--- src/design/axc_cfg.svh ---
`ifndef AXC_CFG_SVH
`define AXC_CFG_SVH

// ----------------------------------------------------------------------
// target address, pointer map, reset values
// ----------------------------------------------------------------------
`define AXC_ADDR_FIXED    6'h0C
`define AXC_PTR_RESULT0   8'h00
`define AXC_PTR_RESULT5   8'h05
`define AXC_PTR_CTRL2     8'h0E
`define AXC_CTRL2_RST     8'h00
`define AXC_HOLD_BIT      0
`define AXC_ZERO_G        12'h800
`define AXC_PIN_RST       3'h3

// ----------------------------------------------------------------------
// bit counts and timing
// ----------------------------------------------------------------------
`define AXC_BYTE_BITS     4'h8
`define AXC_LAST_TX_BIT   4'h7
`define AXC_CONV_TIME_US  200
`define AXC_CLK_MHZ       100
`define AXC_CONV_CYCLES   (`AXC_CONV_TIME_US * `AXC_CLK_MHZ)

`endif

--- src/design/axc_pkg.sv ---
package axc_pkg;

  typedef enum logic [3:0] {
    ST_IDLE   = 4'b0000,
    ST_ADDR   = 4'b0001,
    ST_WR     = 4'b0010,
    ST_ACK    = 4'b0011,
    ST_HOLD   = 4'b0100,
    ST_RD     = 4'b0101,
    ST_RACK   = 4'b0110,
    ST_IGNORE = 4'b0111
  } axc_state_t;

endpackage : axc_pkg

--- src/design/axc_conv_wait.sv ---
`timescale 1ns/10ps
`include "axc_cfg.svh"

module axc_conv_wait
  import axc_pkg::*;
#(
  parameter int CYCLES = `AXC_CONV_CYCLES
)
(
  input  wire logic clk,
  input  wire logic sys_rst,
  input  wire logic start,
  input  wire logic done,
  output logic      busy
);

  localparam int CW = $clog2(CYCLES + 1);

  logic [CW-1:0] cnt_ff;
  logic [CW-1:0] nxt_cnt;
  logic          busy_ff;
  logic          nxt_busy;

  // ----------------------------------------------------------------------
  // conversion window: ends on done or when the longest time runs out
  // ----------------------------------------------------------------------
  always_comb
  begin
    nxt_cnt  = cnt_ff;
    nxt_busy = busy_ff;
    if (start)
    begin
      nxt_busy = 1'b1;
      nxt_cnt  = CW'(CYCLES);
    end
    else if (busy_ff)
    begin
      nxt_cnt = cnt_ff - CW'(1);
      if (done || cnt_ff == CW'(1))
        nxt_busy = 1'b0;
    end
  end

  always_ff @(posedge clk)
  begin
    if (sys_rst)
    begin
      cnt_ff  <= '0;
      busy_ff <= 1'b0;
    end
    else
    begin
      cnt_ff  <= nxt_cnt;
      busy_ff <= nxt_busy;
    end
  end

  assign busy = busy_ff;
endmodule : axc_conv_wait

--- src/design/axc_i2c_target.sv ---
// Notes on behaviour
// controller opens with start: data falls, clock high
// first byte: seven address bits, then direction
// match address 001100 plus strap bit
// receiver pulls data low through ack pulse
// stop: data rises with clock high, bus free
// both lines high means idle bus
// bytes eight bits, msb first, unlimited count
// write: address, pointer, data, each acknowledged
// controller sends pointer with msb clear
// pointer advances after each written data byte
// read: pointer write, repeated start, read address
// controller nacks last byte then stops
// pointer advances after each acknowledged read byte
// clock held low until conversion completes
// hold clock only when hold bit set
// controller programs control registers after power-up
// two g range: 2048 counts at zero g
// pointer zero starts conversion, six result bytes
// result: 12 bits left-justified, four zero pads
// wrong address: no ack, ignore until start
`timescale 1ns/10ps
`include "axc_cfg.svh"

module axc_i2c_target
  import axc_pkg::*;
#(
  parameter int CONV_CYCLES = `AXC_CONV_CYCLES
)
(
  input  wire logic        clk,
  input  wire logic        sys_rst,
  input  wire logic        scl_in,
  input  wire logic        sda_in,
  input  wire logic        addr_strap,
  output logic             scl_out,
  output logic             scl_oe,
  output logic             sda_out,
  output logic             sda_oe,
  output logic [7:0]       register_pointer,
  output logic             reg_wr_stb,
  output logic [7:0]       reg_wr_data,
  input  wire logic [7:0]  reg_rd_data,
  output logic [7:0]       control_register_two,
  output logic             conv_start,
  input  wire logic        conv_done,
  input  wire logic [11:0] x_sample,
  input  wire logic [11:0] y_sample,
  input  wire logic [11:0] z_sample,
  output logic             bus_busy
);

  // ----------------------------------------------------------------------
  // pin synchronisers: scl, sda, strap
  // ----------------------------------------------------------------------
  logic [2:0] pin_in;
  logic [2:0] sync1_ff;
  logic [2:0] sync2_ff;
  logic [1:0] dly_ff;
  logic       scl_s;
  logic       sda_s;
  logic       strap_s;
  logic       scl_rise;
  logic       scl_fall;
  logic       start_cond;
  logic       stop_cond;

  assign pin_in = {addr_strap, sda_in, scl_in};

  always_ff @(posedge clk)
  begin
    if (sys_rst)
    begin
      sync1_ff <= `AXC_PIN_RST;
      sync2_ff <= `AXC_PIN_RST;
      dly_ff   <= 2'h3;
    end
    else
    begin
      sync1_ff <= pin_in;
      sync2_ff <= sync1_ff;
      dly_ff   <= sync2_ff[1:0];
    end
  end

  assign scl_s      = sync2_ff[0];
  assign sda_s      = sync2_ff[1];
  assign strap_s    = sync2_ff[2];
  assign scl_rise   = scl_s & ~dly_ff[0];
  assign scl_fall   = ~scl_s & dly_ff[0];
  // clock high on both samples so a data edge beside a clock edge is
  // never mistaken for a condition
  assign start_cond = scl_s & dly_ff[0] & ~sda_s & dly_ff[1];
  assign stop_cond  = scl_s & dly_ff[0] & sda_s & ~dly_ff[1];

  // ----------------------------------------------------------------------
  // conversion results
  // ----------------------------------------------------------------------
  logic [11:0] res_ff  [3];
  logic [11:0] nxt_res [3];
  logic        conv_busy;

  always_comb
  begin
    nxt_res = res_ff;
    if (conv_done)
    begin
      nxt_res[0] = x_sample;
      nxt_res[1] = y_sample;
      nxt_res[2] = z_sample;
    end
  end

  always_ff @(posedge clk)
  begin
    for (int i = 0; i < 3; i++)
    begin
      if (sys_rst)
        res_ff[i] <= `AXC_ZERO_G;
      else
        res_ff[i] <= nxt_res[i];
    end
  end

  axc_conv_wait #(
    .CYCLES (CONV_CYCLES)
  ) u_conv (
    .clk     (clk),
    .sys_rst (sys_rst),
    .start   (conv_start),
    .done    (conv_done),
    .busy    (conv_busy)
  );

  // ----------------------------------------------------------------------
  // protocol state
  // ----------------------------------------------------------------------
  axc_state_t st_ff;
  axc_state_t nxt_st;
  logic [3:0] cnt_ff;
  logic [3:0] nxt_cnt;
  logic [7:0] sh_ff;
  logic [7:0] nxt_sh;
  logic [7:0] tx_ff;
  logic [7:0] nxt_tx;
  logic [7:0] ptr_ff;
  logic [7:0] nxt_ptr;
  logic [7:0] ctrl2_ff;
  logic [7:0] nxt_ctrl2;
  logic [7:0] wr_data_ff;
  logic [7:0] nxt_wr_data;
  logic       sda_oe_ff;
  logic       nxt_sda_oe;
  logic       scl_oe_ff;
  logic       nxt_scl_oe;
  logic       rw_ff;
  logic       nxt_rw;
  logic       first_ff;
  logic       nxt_first;
  logic       hold_ff;
  logic       nxt_hold;
  logic       acked_ff;
  logic       nxt_acked;
  logic       wr_stb_ff;
  logic       nxt_wr_stb;
  logic       conv_ff;
  logic       nxt_conv;
  logic       busy_ff;
  logic       nxt_busy;
  logic       addr_hit;

  assign addr_hit = (sh_ff[7:1] == {`AXC_ADDR_FIXED, strap_s});

  // byte to send at the current pointer
  logic [7:0]  rd_byte;
  logic [11:0] res_sel;

  always_comb
  begin
    res_sel = res_ff[ptr_ff[2:1] == 2'h0 ? 0 : (ptr_ff[2:1] == 2'h1 ? 1 : 2)];
    if (ptr_ff <= `AXC_PTR_RESULT5)
      rd_byte = ptr_ff[0] ? {res_sel[3:0], 4'h0} : res_sel[11:4];
    else if (ptr_ff == `AXC_PTR_CTRL2)
      rd_byte = ctrl2_ff;
    else
      rd_byte = reg_rd_data;
  end

  always_comb
  begin
    nxt_st      = st_ff;
    nxt_cnt     = cnt_ff;
    nxt_sh      = sh_ff;
    nxt_tx      = tx_ff;
    nxt_ptr     = ptr_ff;
    nxt_ctrl2   = ctrl2_ff;
    nxt_wr_data = wr_data_ff;
    nxt_sda_oe  = sda_oe_ff;
    nxt_scl_oe  = scl_oe_ff;
    nxt_rw      = rw_ff;
    nxt_first   = first_ff;
    nxt_hold    = hold_ff;
    nxt_acked   = acked_ff;
    nxt_wr_stb  = 1'b0;
    nxt_conv    = 1'b0;
    nxt_busy    = busy_ff;
    if (start_cond)
    begin
      // a repeated start also lands here
      nxt_busy   = 1'b1;
      nxt_st     = ST_ADDR;
      nxt_cnt    = 4'h0;
      nxt_sda_oe = 1'b0;
      nxt_scl_oe = 1'b0;
      nxt_hold   = 1'b0;
    end
    else if (stop_cond)
    begin
      nxt_busy   = 1'b0;
      nxt_st     = ST_IDLE;
      nxt_sda_oe = 1'b0;
      nxt_scl_oe = 1'b0;
      nxt_hold   = 1'b0;
    end
    else
    begin
      unique case (st_ff)
        ST_IDLE, ST_IGNORE:
          nxt_sda_oe = 1'b0;
        ST_ADDR, ST_WR:
        begin
          if (scl_rise && cnt_ff != `AXC_BYTE_BITS)
          begin
            nxt_sh  = {sh_ff[6:0], sda_s};
            nxt_cnt = cnt_ff + 4'h1;
          end
          else if (scl_fall && cnt_ff == `AXC_BYTE_BITS)
          begin
            nxt_cnt = 4'h0;
            if (st_ff == ST_ADDR)
            begin
              if (addr_hit)
              begin
                nxt_sda_oe = 1'b1;
                nxt_rw     = sh_ff[0];
                nxt_first  = 1'b1;
                nxt_st     = ST_ACK;
              end
              else
                nxt_st = ST_IGNORE;
            end
            else
            begin
              nxt_sda_oe = 1'b1;
              nxt_st     = ST_ACK;
              if (first_ff)
              begin
                // pointer msb is trusted to be clear
                nxt_ptr   = sh_ff;
                nxt_first = 1'b0;
                if (sh_ff == `AXC_PTR_RESULT0)
                begin
                  nxt_conv = 1'b1;
                  nxt_hold = ctrl2_ff[`AXC_HOLD_BIT];
                end
              end
              else
              begin
                nxt_wr_stb  = 1'b1;
                nxt_wr_data = sh_ff;
                if (ptr_ff == `AXC_PTR_CTRL2)
                  nxt_ctrl2 = sh_ff;
                nxt_ptr = ptr_ff + 8'h01;
              end
            end
          end
        end
        ST_ACK:
          if (scl_fall)
          begin
            nxt_sda_oe = 1'b0;
            if (rw_ff)
            begin
              nxt_tx     = rd_byte;
              nxt_sda_oe = ~rd_byte[7];
              nxt_cnt    = 4'h0;
              nxt_st     = ST_RD;
            end
            else if (hold_ff)
            begin
              nxt_scl_oe = 1'b1;
              nxt_hold   = 1'b0;
              nxt_st     = ST_HOLD;
            end
            else
              nxt_st = ST_WR;
          end
        ST_HOLD:
          if (!conv_busy)
          begin
            nxt_scl_oe = 1'b0;
            nxt_st     = ST_WR;
          end
        ST_RD:
          if (scl_fall)
          begin
            if (cnt_ff == `AXC_LAST_TX_BIT)
            begin
              nxt_sda_oe = 1'b0;
              nxt_acked  = 1'b0;
              nxt_st     = ST_RACK;
            end
            else
            begin
              nxt_tx     = {tx_ff[6:0], 1'b0};
              nxt_sda_oe = ~tx_ff[6];
              nxt_cnt    = cnt_ff + 4'h1;
            end
          end
        ST_RACK:
        begin
          if (scl_rise)
          begin
            nxt_acked = ~sda_s;
            if (!sda_s)
              nxt_ptr = ptr_ff + 8'h01;
          end
          else if (scl_fall)
          begin
            if (acked_ff)
            begin
              nxt_tx     = rd_byte;
              nxt_sda_oe = ~rd_byte[7];
              nxt_cnt    = 4'h0;
              nxt_st     = ST_RD;
            end
            else
              nxt_st = ST_IGNORE;
          end
        end
        default:
          nxt_st = ST_IDLE;
      endcase
    end
  end

  always_ff @(posedge clk)
  begin
    if (sys_rst)
    begin
      st_ff      <= ST_IDLE;
      cnt_ff     <= 4'h0;
      sh_ff      <= 8'h00;
      tx_ff      <= 8'h00;
      ptr_ff     <= 8'h00;
      ctrl2_ff   <= `AXC_CTRL2_RST;
      wr_data_ff <= 8'h00;
      sda_oe_ff  <= 1'b0;
      scl_oe_ff  <= 1'b0;
      rw_ff      <= 1'b0;
      first_ff   <= 1'b0;
      hold_ff    <= 1'b0;
      acked_ff   <= 1'b0;
      wr_stb_ff  <= 1'b0;
      conv_ff    <= 1'b0;
      busy_ff    <= 1'b0;
    end
    else
    begin
      st_ff      <= nxt_st;
      cnt_ff     <= nxt_cnt;
      sh_ff      <= nxt_sh;
      tx_ff      <= nxt_tx;
      ptr_ff     <= nxt_ptr;
      ctrl2_ff   <= nxt_ctrl2;
      wr_data_ff <= nxt_wr_data;
      sda_oe_ff  <= nxt_sda_oe;
      scl_oe_ff  <= nxt_scl_oe;
      rw_ff      <= nxt_rw;
      first_ff   <= nxt_first;
      hold_ff    <= nxt_hold;
      acked_ff   <= nxt_acked;
      wr_stb_ff  <= nxt_wr_stb;
      conv_ff    <= nxt_conv;
      busy_ff    <= nxt_busy;
    end
  end

  // open drain: only ever drives low, so the data flops hold zero
  logic zero_ff;

  always_ff @(posedge clk)
  begin
    zero_ff <= 1'b0;
  end

  assign scl_out              = zero_ff;
  assign sda_out              = zero_ff;
  assign scl_oe               = scl_oe_ff;
  assign sda_oe               = sda_oe_ff;
  assign register_pointer     = ptr_ff;
  assign reg_wr_stb           = wr_stb_ff;
  assign reg_wr_data          = wr_data_ff;
  assign control_register_two = ctrl2_ff;
  assign conv_start           = conv_ff;
  assign bus_busy             = busy_ff;
endmodule : axc_i2c_target

--- config.mk ---
export PLATFORM = sky130hd
export DESIGN_NAME = axc_i2c_target
export DESIGN_NICKNAME = d
export VERILOG_FILES = /design/src/design/axc_pkg.sv /design/src/design/axc_conv_wait.sv /design/src/design/axc_i2c_target.sv
export VERILOG_INCLUDE_DIRS = /design/src /design/src/design
export SDC_FILE = /design/constraint.sdc
export NUM_CORES = 1
export LEC_CHECK = 0
export BUFFER_PORTS_ARGS = -buffer_cell sky130_fd_sc_hd__clkbuf_2
export CORE_UTILIZATION = 40
export CTS_CLUSTER_DIAMETER = 60
export DETAILED_ROUTE_END_ITERATION = 6
export GPL_TIMING_DRIVEN = 0
export HOLD_SLACK_MARGIN = 0.05
export PLACE_DENSITY_LB_ADDON = 0.1
export REMOVE_ABC_BUFFERS = 1
export SLEW_MARGIN = 0
export SYNTH_ARGS = -nofsm -noshare
export SYNTH_HDL_FRONTEND = slang
export SYNTH_SLANG_ARGS = --single-unit
--- constraint.sdc ---
create_clock -name clk -period 2.4 [get_ports clk]
set_input_delay 0.12 -clock clk [delete_from_list [all_inputs] [get_ports clk]]
set_output_delay 0.12 -clock clk [all_outputs]
set_load 0.02 [all_outputs]
==> impl_table.tex <==
\begin{tabular}{lr}
\hline
Metric & Value \\
\hline
\multicolumn{2}{l}{\textbf{Outcome}} \\
Status & finished, final reports clean \\
\multicolumn{2}{l}{\textbf{STA}} \\
F\_max & roughly 0.46 GHz \\
Number of failing hold endpoints at the final stage & 0 \\
Final Skew & 0.0108 ns \\
Worst hold margin & 0.166 ns \\
Unrepaired setup endpoints after global routing & false \\
Final worst path period need & 2.20 ns \\
Period utilisation layout & around nine tenths \\
Number of max-slew violations in the final report & 0 \\
Setup total negative slack & 0 ns \\
Actual transition at the worst max-transition pin & approximately 1.2 ns \\
Relative slew slack & between 20 and 25\% \\
Total of endpoints with negative setup slack in the final report & 0 \\
\multicolumn{2}{l}{\textbf{Yosys}} \\
Combinational family with the most area after synthesis & simple AND/OR/NAND/NOR gates \\
Leading cell types by count after synthesis & sky130\_fd\_sc\_hd\_\_dfxtp\_1 (115), sky130\_fd\_sc\_hd\_\_nor2\_1 (90), sky130\_fd\_sc\_hd\_\_mux2i\_1 (67) \\
Number of synthesized register bits & 115 \\
Main area contributors after synthesis & sky130\_fd\_sc\_hd\_\_dfxtp\_1 (40\%), sky130\_fd\_sc\_hd\_\_mux2i\_1 (12\%), sky130\_fd\_sc\_hd\_\_nor2\_1 (5.9\%) \\
Main flop type after synthesis & sky130\_fd\_sc\_hd\_\_dfxtp\_1 \\
Post-synthesis share of cell area spent on and, or, nand and nor gates & 21.7\% \\
Share of synthesized flip-flops with an asynchronous set or reset & 0\% \\
Instance count of the mapped netlist & 633 \\
Library cell with the highest instance count after synthesis & sky130\_fd\_sc\_hd\_\_dfxtp\_1 \\
Synthesized area divided by synthesized cell count & 9.05 µm² \\
Register area share after synthesis & 40.2\% \\
Synth warn & 0 \\
Post-Synth XOR/XNOR Area & 2.45\% \\
Synth area leader & sky130\_fd\_sc\_hd\_\_dfxtp\_1 \\
Area share of the largest cell type after synthesis & 40.2\% \\
Count of flip-flops with a built-in enable after synthesis & 0 \\
Share of the synthesized area in compound gates (AO/OA/AOI/OAI) & 13.9\% \\
Cell area after synthesis & roughly 5700 µm² \\
Mux contribution to synthesized area & 15.0\% \\
Post-synthesis share of cell area spent on full adders, half adders and majority gates & 1.75\% \\
Synth unique cells & between 70 and 80 \\
\multicolumn{2}{l}{\textbf{CTS}} \\
H-Tree Depth & 4 \\
Cell chosen for the clock root & sky130\_fd\_sc\_hd\_\_clkbuf\_16 \\
\# clock sinks & 115 \\
Insertion delay of the later-clocked pin in the worst-skew pair & about 0.41 ns \\
CTS clock-pin slew for the worst setup and hold paths & 0.06 ns \\
Number of buffers created by CTS & 17 \\
Max Root-Sink Buffers & 2 \\
Clock tree from TritonCTS & yes \\
\multicolumn{2}{l}{\textbf{Setup path}} \\
Endpoint arrival time on the critical path & between 2 and 3 ns \\
Maximum net fanout on the critical path & 25 \\
CP Class & register to register \\
Data required time of the critical path & 2.70 ns \\
Nature of the critical path endpoint & register \\
Kind of start point of the critical path & register \\
\multicolumn{2}{l}{\textbf{Place}} \\
Cell Area, Placed & 6130 µm² \\
Port bufs & 78 \\
Final GP Congestion & 0.822 \\
HPWL reported at the end of detailed placement & roughly 9400 µm \\
\multicolumn{2}{l}{\textbf{Cells and area}} \\
Nets & approximately 790 \\
Post-route cell area & 7220 µm² \\
Antenna diode count & 0 \\
Layout-stage area growth over the synthesis result & 25.9\% \\
Fraction of final layout cells sized beyond drive strength 1 & between 20 and 25\% \\
\multicolumn{2}{l}{\textbf{Pwr}} \\
Worst IR drop on VDD & 0.443 mV \\
Internal power of the cells & 3.85 mW \\
Switch share & 22.1\% \\
Sequential group share of total power & 40.0\% \\
Leakage component of the power & 2.95 nW \\
Clock network fraction of design power & 54.2\% \\
Power density over the cells & 685 nW/µm² \\
Power after layout & 4.95 mW \\
Net switching power of the design & 1.09 mW \\
Portion of total power attributed to combinational logic & 5.8\% \\
\multicolumn{2}{l}{\textbf{Detailed routing}} \\
Count of vias placed by the detailed router & 4825 \\
Drt initial violations & 174 \\
Final antenna-violating net count & 0 \\
DRT Wirelength & 14000 µm \\
Detail-routed net length per standard cell & 15.2 µm \\
DRC violation count after routing & 0 \\
First-pass DRT Iterations & 4 \\
Via-per-instance ratio & 5.24 \\
\multicolumn{2}{l}{\textbf{Die}} \\
CORE AREA & 13900 µm² \\
Io pins & 81 \\
Number of rows in the core area & 43 \\
Y dimension of the die & 122 µm \\
Horiz. Die Dim & 122 µm \\
Effective utilization at floorplan & 41.1\% \\
Floorplan die area & 14800 µm² \\
\multicolumn{2}{l}{\textbf{Global routing}} \\
Largest net degree at the start of global routing & 54 \\
Number of global-route vias before repair & 4701 \\
Overall global routing resource usage & 20.0\% \\
Total overflow reported by the global router & 0 \\
Global-route wire length before repair & 23000 µm \\
Antenna violations before repair & 0 \\
\multicolumn{2}{l}{\textbf{Min path}} \\
Classification of the worst-slack hold path & input port to register \\
\multicolumn{2}{l}{\textbf{Flow run}} \\
Max-cap violations & 0 \\
\hline
\end{tabular}
==> power groups by stage <==
| stage | Sequential (mW) | Clock [mW] | Combinational, mW |
|---|---|---|---|
| global placement | 2.02 | 0 | 0.226 |
| finish | 1.98 | 2.68 | 0.285 |
| global route | 1.99 | 2.84 | 0.313 |
| detailed placement | 2.02 | 0 | 0.235 |
| CTS | 1.98 | 2.73 | 0.288 |
| floorplan | 2.02 | 0 | 0.122 |
==> cells in the final DEF (no fill, tap or decap), drive strengths merged, types with 4 or more instances in the layout <==
cell         instances
mux2                 9
or3                  7
nand3               13
a211o               10
buf                  4
or2                 10
xnor2               11
dfxtp              115
a21oi               31
o31ai                4
clkinv               5
mux4                 4
mux2i               67
inv                 13
nor2                91
xor2                 5
bufinv               4
nand2               37
nor3b                6
a211oi               5
a31oi                6
nor2b                8
clkinvlp             4
clkbuf              95
nand2b              12
o21ai               25
nor4                 7
nand4b               4
nor4b                4
nand3b               6
nor3                12
ha                   8
a311oi               8
dlygate4sd3         39
and2                 5
==> repair_timing <==
item                       in CTS  in global routing
pin swaps                       1                  1
setup endpoints to repair      19                  7
setup buffers                   1                  2
cloned                          0                  0
resized for setup               8                  4
hold endpoints to repair       39                  0
hold buffers                   39                  0
==> flip-flops by register name, indices dropped and copies added, names as in the netlist, 2 cells and up <==
| register | cells |
|---|---|
| res_ff | 36 |
| u_conv.cnt_ff | 15 |
| control_register_two | 8 |
| reg_wr_data | 8 |
| register_pointer | 8 |
| sh_ff | 8 |
| tx_ff | 7 |
| cnt_ff | 4 |
| st_ff | 3 |
| sync1_ff | 3 |
| sync2_ff | 3 |
| dly_ff | 2 |
==> layer usage <==
metal / vias to the layer above / share of wire, % / global-route usage [%]
met5: - / 0 / 0
met3: 8 / 3.3 / 4.78
met1: 2278 / 48 / 26.1
met4: 0 / 0.82 / 6.40
met2: 84 / 48 / 32.5
li1: 2455 / - / -
==> worst paths after layout <==
kind / from / endpoint / slack, ns / cells past startpoint
worst max register to register: st_ff[2]$_SDFFE_PP0P_ / cnt_ff[3]$_SDFFE_PP0P_ / 0.20 / 5
worst min register to register: sync1_ff[0]$_SDFF_PP1_ / sync2_ff[0]$_SDFF_PP1_ / 0.41 / 1
worst max-delay path: st_ff[2]$_SDFFE_PP0P_ / cnt_ff[3]$_SDFFE_PP0P_ / 0.20 / 5
worst min-delay path: reg_rd_data[0] / tx_ff[0]$_SDFFE_PP0P_ / 0.17 / 4
==> final cells by class <==
cell class,instances,area (µm²)
Fill cell,1299,6720
Multi-Input combinational cell,462,3160
Clock buffer,17,425
Tap cell,180,225
Clock inverter,15,208
Timing Repair Buffer,121,838
Sequential cell,115,2310
Inverter,11,43.8
==> worst max-delay path, stage by stage, from the launching register on <==
cell	delay (ns)
sky130_fd_sc_hd__dfxtp_2	0.62
sky130_fd_sc_hd__nand3b_1	0.39
sky130_fd_sc_hd__o32ai_1	0.49
sky130_fd_sc_hd__or3_1	0.25
sky130_fd_sc_hd__nor3_1	0.08
sky130_fd_sc_hd__a32o_1	0.24
==> kinds of logic (layout without fill, tap and decap cells) <==
kind of cell	after synthesis	count (layout)
muxes	80	80
other	1	2
DFF	115	115
adders and majority gates	8	8
buffers and inverters	57	164
xor gates and xnor gates	16	16
and+or+nand+nor	239	239
AOI/OAI and AO/OA	117	117
==> metrics by stage <==
step	cells	setup slack [ns]	utilization [%]
3_5_place_dp	847	-0.561	44.0
6_report	921	0.203	51.8
5_1_grt	921	0.0235	51.8
2_1_floorplan	588	0.0329	-
3_3_place_gp	846	-0.606	43.8
4_1_cts	919	0.0310	51.6
Power figures use the tool's default switching activity.
